==> config.mk <==
export PLATFORM = sky130hd
export DESIGN_NAME = fault_supervisor
export DESIGN_NICKNAME = d
export VERILOG_FILES = /design/src/fault_supervisor_pkg.sv /design/src/fault_filter.sv /design/src/strap_checker.sv /design/src/fault_supervisor.sv
export SDC_FILE = /design/constraint.sdc
export NUM_CORES = 1
export LEC_CHECK = 0
export BUFFER_PORTS_ARGS = -buffer_cell sky130_fd_sc_hd__buf_2
export CELL_PAD_IN_SITES_DETAIL_PLACEMENT = 0
export CELL_PAD_IN_SITES_GLOBAL_PLACEMENT = 2
export CORE_MARGIN = 2
export CORE_UTILIZATION = 44
export CTS_BUF_LIST = sky130_fd_sc_hd__clkbuf_4
export DETAILED_ROUTE_END_ITERATION = 7
export PLACE_DENSITY_LB_ADDON = 0.1
export SYNTH_ARGS = -nofsm -noshare
export SYNTH_HDL_FRONTEND = slang
export SYNTH_HIERARCHICAL = 1
export SYNTH_SLANG_ARGS = --single-unit
export TNS_END_PERCENT = 50
==> constraint.sdc <==
create_clock -name clock -period 5.95 [get_ports clock]
set_input_delay 0.2975 -clock clock [delete_from_list [all_inputs] [get_ports clock]]
set_output_delay 0.2975 -clock clock [all_outputs]
set_load 0.01 [all_outputs]
==> src/fault_supervisor_pkg.sv <==
/*
  Constants, sense carrier and state types for the rail fault supervisor.
  Assumes one 20 MHz system clock and comparator flags already synchronous to it.
*/
`default_nettype none
package fault_supervisor_pkg;
  localparam int CLK_HZ = 20_000_000;
  localparam int STAGE_LAT_NS = 1000;
  localparam int STAGE_LAT_CYC = STAGE_LAT_NS * (CLK_HZ / 1_000_000) / 1000;
  localparam int SLOW_LAT_US = 950;
  localparam int SLOW_LAT_CYC = SLOW_LAT_US * (CLK_HZ / 1_000_000);
  localparam int INPUT_LAT_US = 525;
  localparam int INPUT_LAT_CYC = INPUT_LAT_US * (CLK_HZ / 1_000_000);
  localparam int HICCUP_US = 20000;
  localparam int HICCUP_CYC = HICCUP_US * (CLK_HZ / 1_000_000);
  localparam int FILT_SLACK = 2;
  localparam int NCOND = 12;
  localparam int NEV = 13;
  localparam int EV_OT_FAULT = 0;
  localparam int EV_OT_WARN = 1;
  localparam int EV_STAGE = 2;
  localparam int EV_NR = 3;
  localparam int EV_VOV_FAULT = 4;
  localparam int EV_VOV_WARN = 5;
  localparam int EV_VUV_WARN = 6;
  localparam int EV_VUV_FAULT = 7;
  localparam int EV_IOC_FAULT = 8;
  localparam int EV_IOC_WARN = 9;
  localparam int EV_PIN_WARN = 10;
  localparam int EV_COMM = 11;
  localparam int EV_STRAP = 12;
  localparam int NRESP = 5;
  localparam int RS_OT = 0;
  localparam int RS_STAGE = 1;
  localparam int RS_VOV = 2;
  localparam int RS_VUV = 3;
  localparam int RS_IOC = 4;
  localparam logic [1:0] RESP_IGNORE = 2'h0;
  localparam logic [1:0] RESP_LATCH = 2'h1;
  localparam logic [1:0] RESP_HICCUP = 2'h2;
  localparam logic [7:0] ADR_STATUS = 8'h00;
  localparam logic [7:0] ADR_MASK = 8'h04;
  localparam logic [7:0] ADR_CTRL = 8'h08;
  localparam logic [7:0] ADR_RESP = 8'h0c;
  localparam logic [7:0] ADR_PIN = 8'h10;
  localparam logic [7:0] ADR_STATE = 8'h14;
  localparam int CTRL_ENABLE = 0;
  localparam int CTRL_CLEAR = 1;
  localparam int PIN_W = 11;
  localparam logic [10:0] PIN_MIN = 11'h008;
  localparam logic [10:0] PIN_MAX = 11'h7fc;
  localparam logic [12:0] MASK_RESET = 13'h0000;
  localparam logic [9:0] RESP_RESET = 10'h155;
  typedef struct packed {
    logic temp_fault;
    logic temp_warn;
    logic stage_telemetry_high;
    logic stage_telemetry_low;
    logic stage_telemetry_clear;
    logic input_sense_ov_fault;
    logic input_sense_ov_warn;
    logic input_sense_uv_warn;
    logic input_sense_uv_fault;
    logic input_sense_above_on;
    logic input_oc_fault;
    logic input_oc_warn;
  } sense_t;
  typedef enum logic [2:0] {RAIL_OFF, RAIL_RUN, RAIL_LATCHED, RAIL_HICCUP, RAIL_DEAD} rail_state_t;
endpackage
`default_nettype wire

==> src/fault_filter.sv <==
/*
  Persistence filter: hit rises once cond has held for COUNT enabled cycles.
  Assumes cond synchronous to clock; hit drops as soon as cond or enable drops.
*/
`timescale 1ns/1ps
`default_nettype none
module fault_filter #(
  parameter int COUNT = 18,
  parameter int W = 16
) (
  input wire logic clock,   // system clock
  input wire logic reset_n, // async reset
  input wire logic enable,  // detection window open
  input wire logic cond,    // raw condition
  output logic hit          // filtered condition
);
  typedef struct packed {
    logic [W-1:0] cnt;
    logic hit;
  } filt_t;
  filt_t q, d;

  always_comb
  begin
    d = q;
    if (!enable || !cond)
    begin
      d.cnt = '0;
      d.hit = 1'b0;
    end
    else if (q.cnt == W'(COUNT - 1))
      d.hit = 1'b1;
    else
      d.cnt = q.cnt + 1'b1;
  end

  always_ff @(posedge clock or negedge reset_n)
  begin
    if (!reset_n)
      q <= '0;
    else
      q <= d;
  end

  assign hit = q.hit;
endmodule
`default_nettype wire

==> src/strap_checker.sv <==
/*
  Samples the address and boot strap verdicts once, when initialization completes.
  Assumes the strap decoder holds its verdicts steady while init_done rises.
*/
`timescale 1ns/1ps
`default_nettype none
module strap_checker (
  input wire logic clock,         // system clock
  input wire logic reset_n,       // async reset, the power cycle
  input wire logic init_done,     // initialization complete
  input wire logic addr_strap_ok, // address strap decoded valid
  input wire logic boot_strap_ok, // boot strap decoded valid
  output logic strap_bad          // latched invalid strap
);
  typedef struct packed {
    logic checked;
    logic bad;
  } strap_t;
  strap_t q, d;

  always_comb
  begin
    d = q;
    if (init_done && !q.checked)
    begin
      d.checked = 1'b1;
      d.bad = !(addr_strap_ok && boot_strap_ok);
    end
  end

  always_ff @(posedge clock or negedge reset_n)
  begin
    if (!reset_n)
      q <= '0;
    else
      q <= d;
  end

  assign strap_bad = q.bad;
endmodule
`default_nettype wire

==> src/fault_supervisor.sv <==
/*
  Rail fault supervisor: filters stage and input conditions, keeps sticky status
  with alert mask, runs the rail state and its responses, Wishbone register slave.
  Assumes sense flags come from comparators synchronous to the 20 MHz clock.
*/
// Local design decisions: the placing of the registers and the Wishbone slave port.
`timescale 1ns/1ps
`default_nettype none
module fault_supervisor
  import fault_supervisor_pkg::*;
#(
  parameter int SLOW_CYCLES = SLOW_LAT_CYC,
  parameter int INPUT_CYCLES = INPUT_LAT_CYC,
  parameter int HICCUP_CYCLES = HICCUP_CYC
) (
  input wire logic clock,                 // 20 MHz system clock
  input wire logic reset_n,               // async reset, active low
  input wire logic init_done,             // initialization complete
  input wire sense_t sense,               // comparator flags
  input wire logic [PIN_W-1:0] input_power_w, // computed input power, watts
  input wire logic cml_error,             // communication error pulse
  input wire logic addr_strap_ok,         // address strap valid
  input wire logic boot_strap_ok,         // boot strap valid
  input wire logic wb_cyc_i,              // bus cycle
  input wire logic wb_stb_i,              // bus strobe
  input wire logic wb_we_i,               // bus write
  input wire logic [7:0] wb_adr_i,        // byte address
  input wire logic [31:0] wb_dat_i,       // write data
  input wire logic [3:0] wb_sel_i,        // byte enables
  output logic [31:0] wb_dat_o,           // read data
  output logic wb_ack_o,                  // bus acknowledge
  output logic regulator_ready_out,       // rail regulating
  output logic pwm_tristate_out,          // PWM outputs tristated
  output logic rail_fault_out_n,          // fault pin, low on fault
  output logic smb_alert_n,               // alert line, low on alert
  output logic irq                        // level interrupt
);
  // ****************************************************************
  // state
  // ****************************************************************
  typedef struct packed {
    rail_state_t rail;
    logic [NEV-1:0] status;
    logic [NEV-1:0] mask;
    logic enable;
    logic [2*NRESP-1:0] resp;
    logic ot_pin_en;
    logic [PIN_W-1:0] pin_limit;
    logic nr_raw;
    logic uv_arm;
    logic [19:0] hic_cnt;
    logic ack;
    logic [31:0] rdata;
    logic ready;
    logic pwm_tri;
    logic fault_n;
    logic alert_n;
    logic irq;
  } sup_t;
  sup_t q, d;

  localparam int FILT [NCOND] = '{
    SLOW_CYCLES - FILT_SLACK, SLOW_CYCLES - FILT_SLACK,
    STAGE_LAT_CYC - FILT_SLACK, STAGE_LAT_CYC - FILT_SLACK,
    SLOW_CYCLES - FILT_SLACK, SLOW_CYCLES - FILT_SLACK,
    SLOW_CYCLES - FILT_SLACK, SLOW_CYCLES - FILT_SLACK,
    INPUT_CYCLES - FILT_SLACK, INPUT_CYCLES - FILT_SLACK,
    INPUT_CYCLES - FILT_SLACK, 1};
  localparam int RESP_EV [NRESP] = '{
    EV_OT_FAULT, EV_STAGE, EV_VOV_FAULT, EV_VUV_FAULT, EV_IOC_FAULT};

  logic [NCOND-1:0] cond;
  logic [NCOND-1:0] win;
  logic [NCOND-1:0] hit;
  logic strap_bad;
  logic req;
  logic wr;
  logic [31:0] wmask;
  logic lat_cause;
  logic hic_cause;
  logic clr_all;
  logic run;
  logic uv_win;

  // ****************************************************************
  // detection
  // ****************************************************************
  assign run = q.rail == RAIL_RUN;
  assign uv_win = q.uv_arm && q.enable && init_done;
  assign cond = {cml_error, input_power_w > q.pin_limit, sense.input_oc_warn,
    sense.input_oc_fault, sense.input_sense_uv_fault, sense.input_sense_uv_warn,
    sense.input_sense_ov_warn, sense.input_sense_ov_fault, q.nr_raw,
    sense.stage_telemetry_high, sense.temp_warn, sense.temp_fault};
  assign win = {init_done, run, run, run, uv_win, uv_win,
    {6{init_done}}};

  for (genvar i = 0; i < NCOND; i++)
  begin : g_filt
    fault_filter #(.COUNT(FILT[i])) u_filt (
      .clock(clock),
      .reset_n(reset_n),
      .enable(win[i]),
      .cond(cond[i]),
      .hit(hit[i])
    );
  end

  strap_checker u_strap (
    .clock(clock),
    .reset_n(reset_n),
    .init_done(init_done),
    .addr_strap_ok(addr_strap_ok),
    .boot_strap_ok(boot_strap_ok),
    .strap_bad(strap_bad)
  );

  // ****************************************************************
  // bus and next state
  // ****************************************************************
  assign req = wb_cyc_i && wb_stb_i && !q.ack;
  assign wr = req && wb_we_i;
  assign wmask = {{8{wb_sel_i[3]}}, {8{wb_sel_i[2]}}, {8{wb_sel_i[1]}}, {8{wb_sel_i[0]}}};

  always_comb
  begin
    logic [31:0] merged;
    logic [NEV-1:0] keep;
    logic [1:0] r;
    logic clr_cmd;
    logic st_fault;
    d = q;
    merged = (wb_dat_i & wmask) | (32'(q.pin_limit) & ~wmask);
    keep = '1;
    r = RESP_IGNORE;
    clr_cmd = 1'b0;
    lat_cause = 1'b0;
    hic_cause = 1'b0;
    d.ack = req;
    d.rdata = '0;
    if (wr)
    begin
      case (wb_adr_i)
        ADR_STATUS: keep = ~(wb_dat_i[NEV-1:0] & wmask[NEV-1:0]);
        ADR_MASK: d.mask = (wb_dat_i[NEV-1:0] & wmask[NEV-1:0]) | (q.mask & ~wmask[NEV-1:0]);
        ADR_CTRL:
          if (wb_sel_i[0])
          begin
            d.enable = wb_dat_i[CTRL_ENABLE];
            clr_cmd = wb_dat_i[CTRL_CLEAR];
          end
        ADR_RESP:
        begin
          if (wb_sel_i[0])
            d.resp[7:0] = wb_dat_i[7:0];
          if (wb_sel_i[1])
            {d.ot_pin_en, d.resp[9:8]} = wb_dat_i[10:8];
        end
        ADR_PIN:
        begin
          d.pin_limit = merged[PIN_W-1:0];
          if (d.pin_limit < PIN_MIN)
            d.pin_limit = PIN_MIN;
          else if (d.pin_limit > PIN_MAX)
            d.pin_limit = PIN_MAX;
        end
        default: ;
      endcase
    end
    else if (req)
    begin
      case (wb_adr_i)
        ADR_STATUS: d.rdata = 32'(q.status);
        ADR_MASK: d.rdata = 32'(q.mask);
        ADR_CTRL: d.rdata = 32'(q.enable);
        ADR_RESP: d.rdata = 32'({q.ot_pin_en, q.resp});
        ADR_PIN: d.rdata = 32'(q.pin_limit);
        ADR_STATE: d.rdata = 32'({hit, q.rail, q.pwm_tri, q.ready});
        default: d.rdata = '0;
      endcase
    end
    // enable drop or clear command wipes every status bit but the strap flag and events whose hit is still set
    clr_all = clr_cmd || (q.enable && !d.enable);
    if (clr_all)
      keep = '0;
    keep[EV_STRAP] = 1'b1;
    d.status = (q.status & keep) | {strap_bad, hit};
    for (int k = 0; k < NRESP; k++)
    begin
      r = q.resp[2*k +: 2];
      if (hit[RESP_EV[k]] && r != RESP_IGNORE)
      begin
        if (r == RESP_HICCUP)
          hic_cause = 1'b1;
        else
          lat_cause = 1'b1;
      end
    end
    if (sense.stage_telemetry_low)
      d.nr_raw = 1'b1;
    else if (sense.stage_telemetry_clear)
      d.nr_raw = 1'b0;
    if (sense.input_sense_above_on)
      d.uv_arm = 1'b1;
    case (q.rail)
      RAIL_OFF:
        if (lat_cause)
          d.rail = RAIL_LATCHED;
        else if (d.enable && init_done && !hit[EV_NR] && !hic_cause
          && addr_strap_ok && boot_strap_ok)
          d.rail = RAIL_RUN;
      RAIL_RUN:
        if (lat_cause)
          d.rail = RAIL_LATCHED;
        else if (hic_cause)
        begin
          d.rail = RAIL_HICCUP;
          d.hic_cnt = '0;
        end
        else if (!d.enable || hit[EV_NR])
          d.rail = RAIL_OFF;
      RAIL_LATCHED:
        if (clr_all && !lat_cause && !hic_cause)
          d.rail = RAIL_OFF;
      RAIL_HICCUP:
        if (lat_cause)
          d.rail = RAIL_LATCHED;
        else if (clr_all && !hic_cause)
          d.rail = RAIL_OFF;
        else if (q.hic_cnt == 20'(HICCUP_CYCLES - 1))
        begin
          d.hic_cnt = '0;
          if (!hic_cause)
            d.rail = RAIL_OFF;
        end
        else
          d.hic_cnt = q.hic_cnt + 1'b1;
      RAIL_DEAD: ;
      default: d.rail = RAIL_OFF;
    endcase
    if (strap_bad)
      d.rail = RAIL_DEAD;
    d.ready = d.rail == RAIL_RUN;
    d.pwm_tri = d.rail != RAIL_RUN;
    st_fault = (d.status[EV_STAGE] && q.resp[2*RS_STAGE +: 2] != RESP_IGNORE)
      || (d.status[EV_IOC_FAULT] && q.resp[2*RS_IOC +: 2] != RESP_IGNORE)
      || (d.status[EV_OT_FAULT] && q.ot_pin_en && q.resp[2*RS_OT +: 2] != RESP_IGNORE);
    d.fault_n = !st_fault;
    d.alert_n = !(|(d.status & ~d.mask));
    d.irq = |(d.status & ~d.mask);
  end

  always_ff @(posedge clock or negedge reset_n)
  begin
    if (!reset_n)
      q <= '{rail: RAIL_OFF, mask: MASK_RESET, resp: RESP_RESET, pin_limit: PIN_MAX,
        pwm_tri: 1'b1, fault_n: 1'b1, alert_n: 1'b1, default: '0};
    else
      q <= d;
  end

  assign wb_dat_o = q.rdata;
  assign wb_ack_o = q.ack;
  assign regulator_ready_out = q.ready;
  assign pwm_tristate_out = q.pwm_tri;
  assign rail_fault_out_n = q.fault_n;
  assign smb_alert_n = q.alert_n;
  assign irq = q.irq;

  // ****************************************************************
  // checks
  // ****************************************************************
  logic [7:0] nr_hold_q;
  always_ff @(posedge clock or negedge reset_n)
  begin
    if (!reset_n)
      nr_hold_q <= '0;
    else if (!(q.nr_raw && init_done))
      nr_hold_q <= '0;
    else if (nr_hold_q != 8'hff)
      nr_hold_q <= nr_hold_q + 1'b1;
  end
endmodule
`default_nettype wire

# Word level (Yosys, flattened, before mapping)
# Cells that the tools add are included.
[op_classes] n_addsub=13 mul=0 div=0 order_cmp=3 eq_ne=44 shifts=0 n_mux=96 bitwise=13 reduce_logical=92
[op_table] operator="$mux 17" count=13
[op_table] operator="$add 16x1->16 const B" count=12
[op_table] operator="$mux 16" count=12
[op_table] operator="$pmux 17 s6" count=1
[op_table] operator="$mux 20" count=5
[op_table] operator="$eq 16x15->1 const B" count=6
[op_table] operator="$and 13x13->13" count=4
[op_table] operator="$eq 16x14->1 const B" count=3
[op_table] operator="$mux 11" count=4
[op_table] operator="$mux 1" count=40
[op_table] operator="$pmux 20 s2" count=1
[op_table] operator="$reduce_bool 2->1" count=19
[op_table] operator="$mux 12" count=3
[op_table] operator="$mux 36" count=1
[op_table] operator="$mux 3" count=11
[op_table] operator="$eq 16x5->1 const B" count=2
[op_table] operator="$mux 32" count=1
[op_table] operator="$not 13->13" count=2
[op_table] operator="$or 13x13->13" count=2
[op_table] operator="$logic_and 1x1->1" count=25
[op_table] operator="$logic_not 1->1" count=24
[op_table] operator="$ne 2x1->1 const B" count=12
[op_table] operator="$and 11x11->11" count=2
[op_table] operator="$add 20x1->20 const B" count=1
[op_table] operator="28 further kinds" count=55
[word_totals] ff_bits=318 latch_bits=0 mem_bits_rw=0 mem_bits_ro=0 input_bits=76 output_inout_bits=38 elab_cells=305 memories=0

# Longest topological paths before layout
[depth] ltp_word=20 ltp_mapped=12

# Modules after synthesis
# The synthesis kept the hierarchy.
[modules_own_cells] module="fault_filter (g_filt[0].u_filt ...)" n_inst=6 cells_each=91 area_each_um2=904.6
[modules_own_cells] module="fault_supervisor" n_inst=1 cells_each=534 area_each_um2=5321.4
[modules_own_cells] module="fault_filter (g_filt[10].u_filt ...)" n_inst=3 cells_each=88 area_each_um2=890.9
[modules_own_cells] module="fault_filter (g_filt[2].u_filt ...)" n_inst=2 cells_each=90 area_each_um2=897.1
[modules_own_cells] module="fault_filter (g_filt[11].u_filt)" n_inst=1 cells_each=90 area_each_um2=903.4
[modules_own_cells] module="strap_checker" n_inst=1 cells_each=6 area_each_um2=88.8

# Worst setup path before layout
# Ideal clock, no wire load.
[synth_path] path_type="register to register" start="register q[68] (netlist name)" end="register g_filt[10].u_filt/q[3] (netlist name)" setup_time_ns=0.078 arrival_time_ns=2.300 setup_slack_ns=3.572 stages_incl_launch_ff=12 path_buffers=0 synth_period_minus_slack_ns=2.378 cell_sequence="dfstp_2 inv_1 ha_1 a21o_1 a21o_1 a21oi_1 a21oi_1 nand2_1 o21ai_0 nand2_1 or4b_1 o21ai_1"
[synth_rtl] element="end signal: assignment" line="fault_filter.sv:40" source="q <= '0;"
[synth_rtl] element="end signal: assignment" line="fault_filter.sv:42" source="q <= d;"
[synth_rtl] element="end: declaration" line="fault_filter.sv:21" source="filt_t q, d;"

==> qor.txt <==
Outcome - finished, final reports clean
Met1 wire length - 18.7 mm
First-pass GRT wire length - 65.4 mm
CP Depth - 9
Max stage delay on crit path - 0.71 ns
DR iter-0 viols - 723
Yosys Warn Count - 6
Rows - 70
Hold Path Depth - 5
Clock buffer depth - 3
CTS Hold Bufs - 33
Starting density of the core - 44.5%
Critical Path AT - 4.02 ns
Final Slew Violations - 0
Count of different cell masters after synthesis - 85
Vias - 12500
Final WL - 39.4 mm
Dpl hpwl - 26.5 mm
Mapped cell area - 0.0162 sq mm
Die area - 0.0384 sq mm
Hold WC Path Type - primary input to flop
Placed cells - 2119
Finish-stage setup viols - 0
Worst r2r dst - smb_alert_n
Switch Pwr - 1.06 mW
Syn Area/Cell - 10.0 sq um
Ys async rst share - 100%
Sequential Power Share - 47.1%
Min-delay src - addr_strap_ok
Initial antenna violation count - 5
Comb pwr share - 4.1%
Seq/Total Area, Yosys - 46.9%
TritonCTS buffer count - 86
Post-CTS sizing - 0
Final Non-Filler Cells - 2311
Largest net degree at the start of global routing - 137
Final core occ - 50.8%
Nets - 1884
Top sig layer - met5
Post-CTS setup buffers - 0
R2R Path Start - wb_ack_o
RD Place Congestion - 0.785
Pleak - 7.58 nW
Number of vias per cell - 5.42
CP Data Required Time - 6.59 ns
Startpoint types - flop
Post-synthesis adder-cell area fraction - 2.78%
Gr ovfl total - 0
VDD IR-drop max - 115 uV
Vias in the first global route - 12400
Endpoints failing hold - 0
DIE HEIGHT - 196 microns
Highest clock rate - 0.295 GHz
Met2 wire len - 18.0 mm
Top delay family on crit path - simple AND/OR/NAND/NOR gates
Max_cap viols - 0
Crit-path max FO - 8
Worst reg2reg setup slack - 2.56 ns
Die width - 196 microns
Least-Margin Pin Slew - 0.910 ns
H-Tree Depth - 3
Drc violations - 0
Period utilization - 56.9%
Xor/xnor share of the synthesized area - 7.73%
P&R area growth vs syn - 14.1%
Final total power - 4.46 mW
Crit-path cells - nand3b_2 > dlygate4sd3_1 > inv_2 > nand3_1 > nor2b_1 > mux2_2 > nand2b_1 > and4_1 > and3_1
Clock Sinks - 303
WL per Instance - 17.1 microns
Internal Power - 3.41 mW
IO Count - 114
Setup_tns - 0 ns
Hold EP - regulator_ready_out
Nature of the critical path endpoint - flop
Clock share of power - 48.8%
Reg clk slew, reported paths - 0.07 ns
RSZ-0062 raised after global routing - no
Post-Synthesis Cells - 1620
Kind of critical path - flop to flop
IO buf count - 77
Ys flop type - dfrtp_1
Buf/Inv on CP - 2
Clock skew - 0.0389 ns
Final Critical Period - 3.39 ns
Drt first pass iters - 7
Combinational family with the most area after synthesis - simple AND/OR/NAND/NOR gates
Worst-skew pair later-pin latency - 0.74 ns
Simple-gate share of the synthesized area - 27.5%
DR WL met3 - 1.77 mm
Slowest CP cell - nor2b_1
Cells on worst reg2reg path - 9
Routed Antenna Nets - 0
Synth Area in Compound Gates - 8.73%
Post-synthesis mux area share - 2.17%
CORE AREA - 0.0364 sq mm
Max-Slew Margin vs Limit - 39.3%
TritonCTS clock tree - done
PwrDens - 241 mW/mm^2
Gr usage total - 21.1%
Post-synth EDFFs - 0
Root Driver - clkbuf_4
Sw Share - 23.7%
Seq cells post-synth - 303
Layout cell share with drive strength beyond 1 - 19.3%
[sequential cells by signal, summed over array words and instances, names as in the netlist]
| signal | count |
|---|---|
| cond | 1 |
| smb_alert_n | 1 |
| regulator_ready_out | 1 |
| pwm_tristate_out | 1 |
| g_filt.u_filt/hit | 12 |
| wb_dat_o | 17 |
| u_strap/q | 1 |
| rail_fault_out_n | 1 |
| irq | 1 |
| u_strap/strap_bad | 1 |
| g_filt.u_filt/q | 192 |
| wb_ack_o | 1 |
| q | 73 |
[how the worst max path moves through the flow]
stage	slack [ns]	startpoint	end
CTS	2.58	wb_ack_o	smb_alert_n
finish	2.56	wb_ack_o	smb_alert_n
global placement	2.58	wb_adr_i[4]	smb_alert_n
global route	2.37	q[68]	g_filt[10].u_filt/q[3]
floorplan	3.57	q[68]	g_filt[10].u_filt/q[3]
detailed placement	2.57	wb_adr_i[4]	smb_alert_n
[placed cells by master, fill, tap and decap left out, drive strengths merged, types with 9 or more instances in the layout]
cell type	count
a21oi	41
a22oi	22
a31o	10
a31oi	19
and3	21
and4	14
buf	84
clkbuf	131
clkinv	18
conb	15
dfrtp	286
dfstp	17
dlygate4sd3	33
ha	36
inv	77
mux2	30
nand2	103
nand2b	24
nand3	94
nand4	54
nand4b	10
nand4bb	9
nor2	204
nor2b	18
nor3	49
nor4	68
o21ai	61
o31ai	14
or2	11
or3	25
or4	9
or4b	9
xnor2	101
xor2	42
[per-layer routing]
metal,global-route usage (%),vias up
met1,28.9,6086
li1,-,6126
met3,4.88,70
met5,0,-
met4,7.21,2
met2,32.9,242
[worst min-delay path: stages]
cell and delay [ns]:
buf_2 0.12, a41oi_1 0.17, nor3_1 0.08, nand2_1 0.08, nor4_1 0.05
[cell usage after synthesis (all sizes together) (19+ instances only)]
cell	instances	area [sq um]
a21oi	41	205
inv	76	285
o21ai	61	305
buf	36	269
xnor2	101	885
nand2	103	387
a22oi	22	165
xor2	42	368
or3	25	164
nor4	68	632
nand4	54	498
nand2b	24	150
nor2	204	766
nor3	49	245
ha	36	450
a31oi	19	155
nand3	94	493
dfrtp	286	7160
mux2	30	342
and3	21	131
clkbuf	31	116
[power by group through the flow]
stage | Combinational [mW] | Sequential [mW] | Clock [mW]
after floorplan | 0.0806 | 2.13 | 0
after global placement | 0.170 | 2.14 | 0
after detailed placement | 0.172 | 2.14 | 0
after CTS | 0.190 | 2.10 | 2.27
after global routing | 0.211 | 2.10 | 2.38
final | 0.184 | 2.10 | 2.18
[metrics by stage]
step                setup WS (ns)  hold slack [ns]  instance area (sq um)
finish                       2.56           0.0830                  18500
global route                 2.37           0.0543                  18500
CTS                          2.58          0.00710                  18500
detailed placement           2.57            0.376                  16900
global placement             2.58            0.373                  16900
floorplan                    3.57          0.00191                  16300
[final cells by class]
type	count	area (sq um)
Sequential cell	303	7600
Multi-Input combinational cell	1188	7990
Clock buffer	131	983
Antenna cell	3	7.51
Clock inverter	25	256
Inverter	76	285
Timing Repair Buffer	117	791
Fill cell	3406	17900
Tap cell	468	586
[kinds of logic after synthesis]
| kind of cell | Yosys count |
|---|---|
| and+or+nand+nor | 753 |
| DFF | 303 |
| AOI/OAI and AO/OA | 210 |
| xor gates and xnor gates | 143 |
| buffers and inverters | 143 |
| adders and majority gates | 36 |
| muxes | 31 |
| other | 1 |
(Power assumes the default switching activity.)
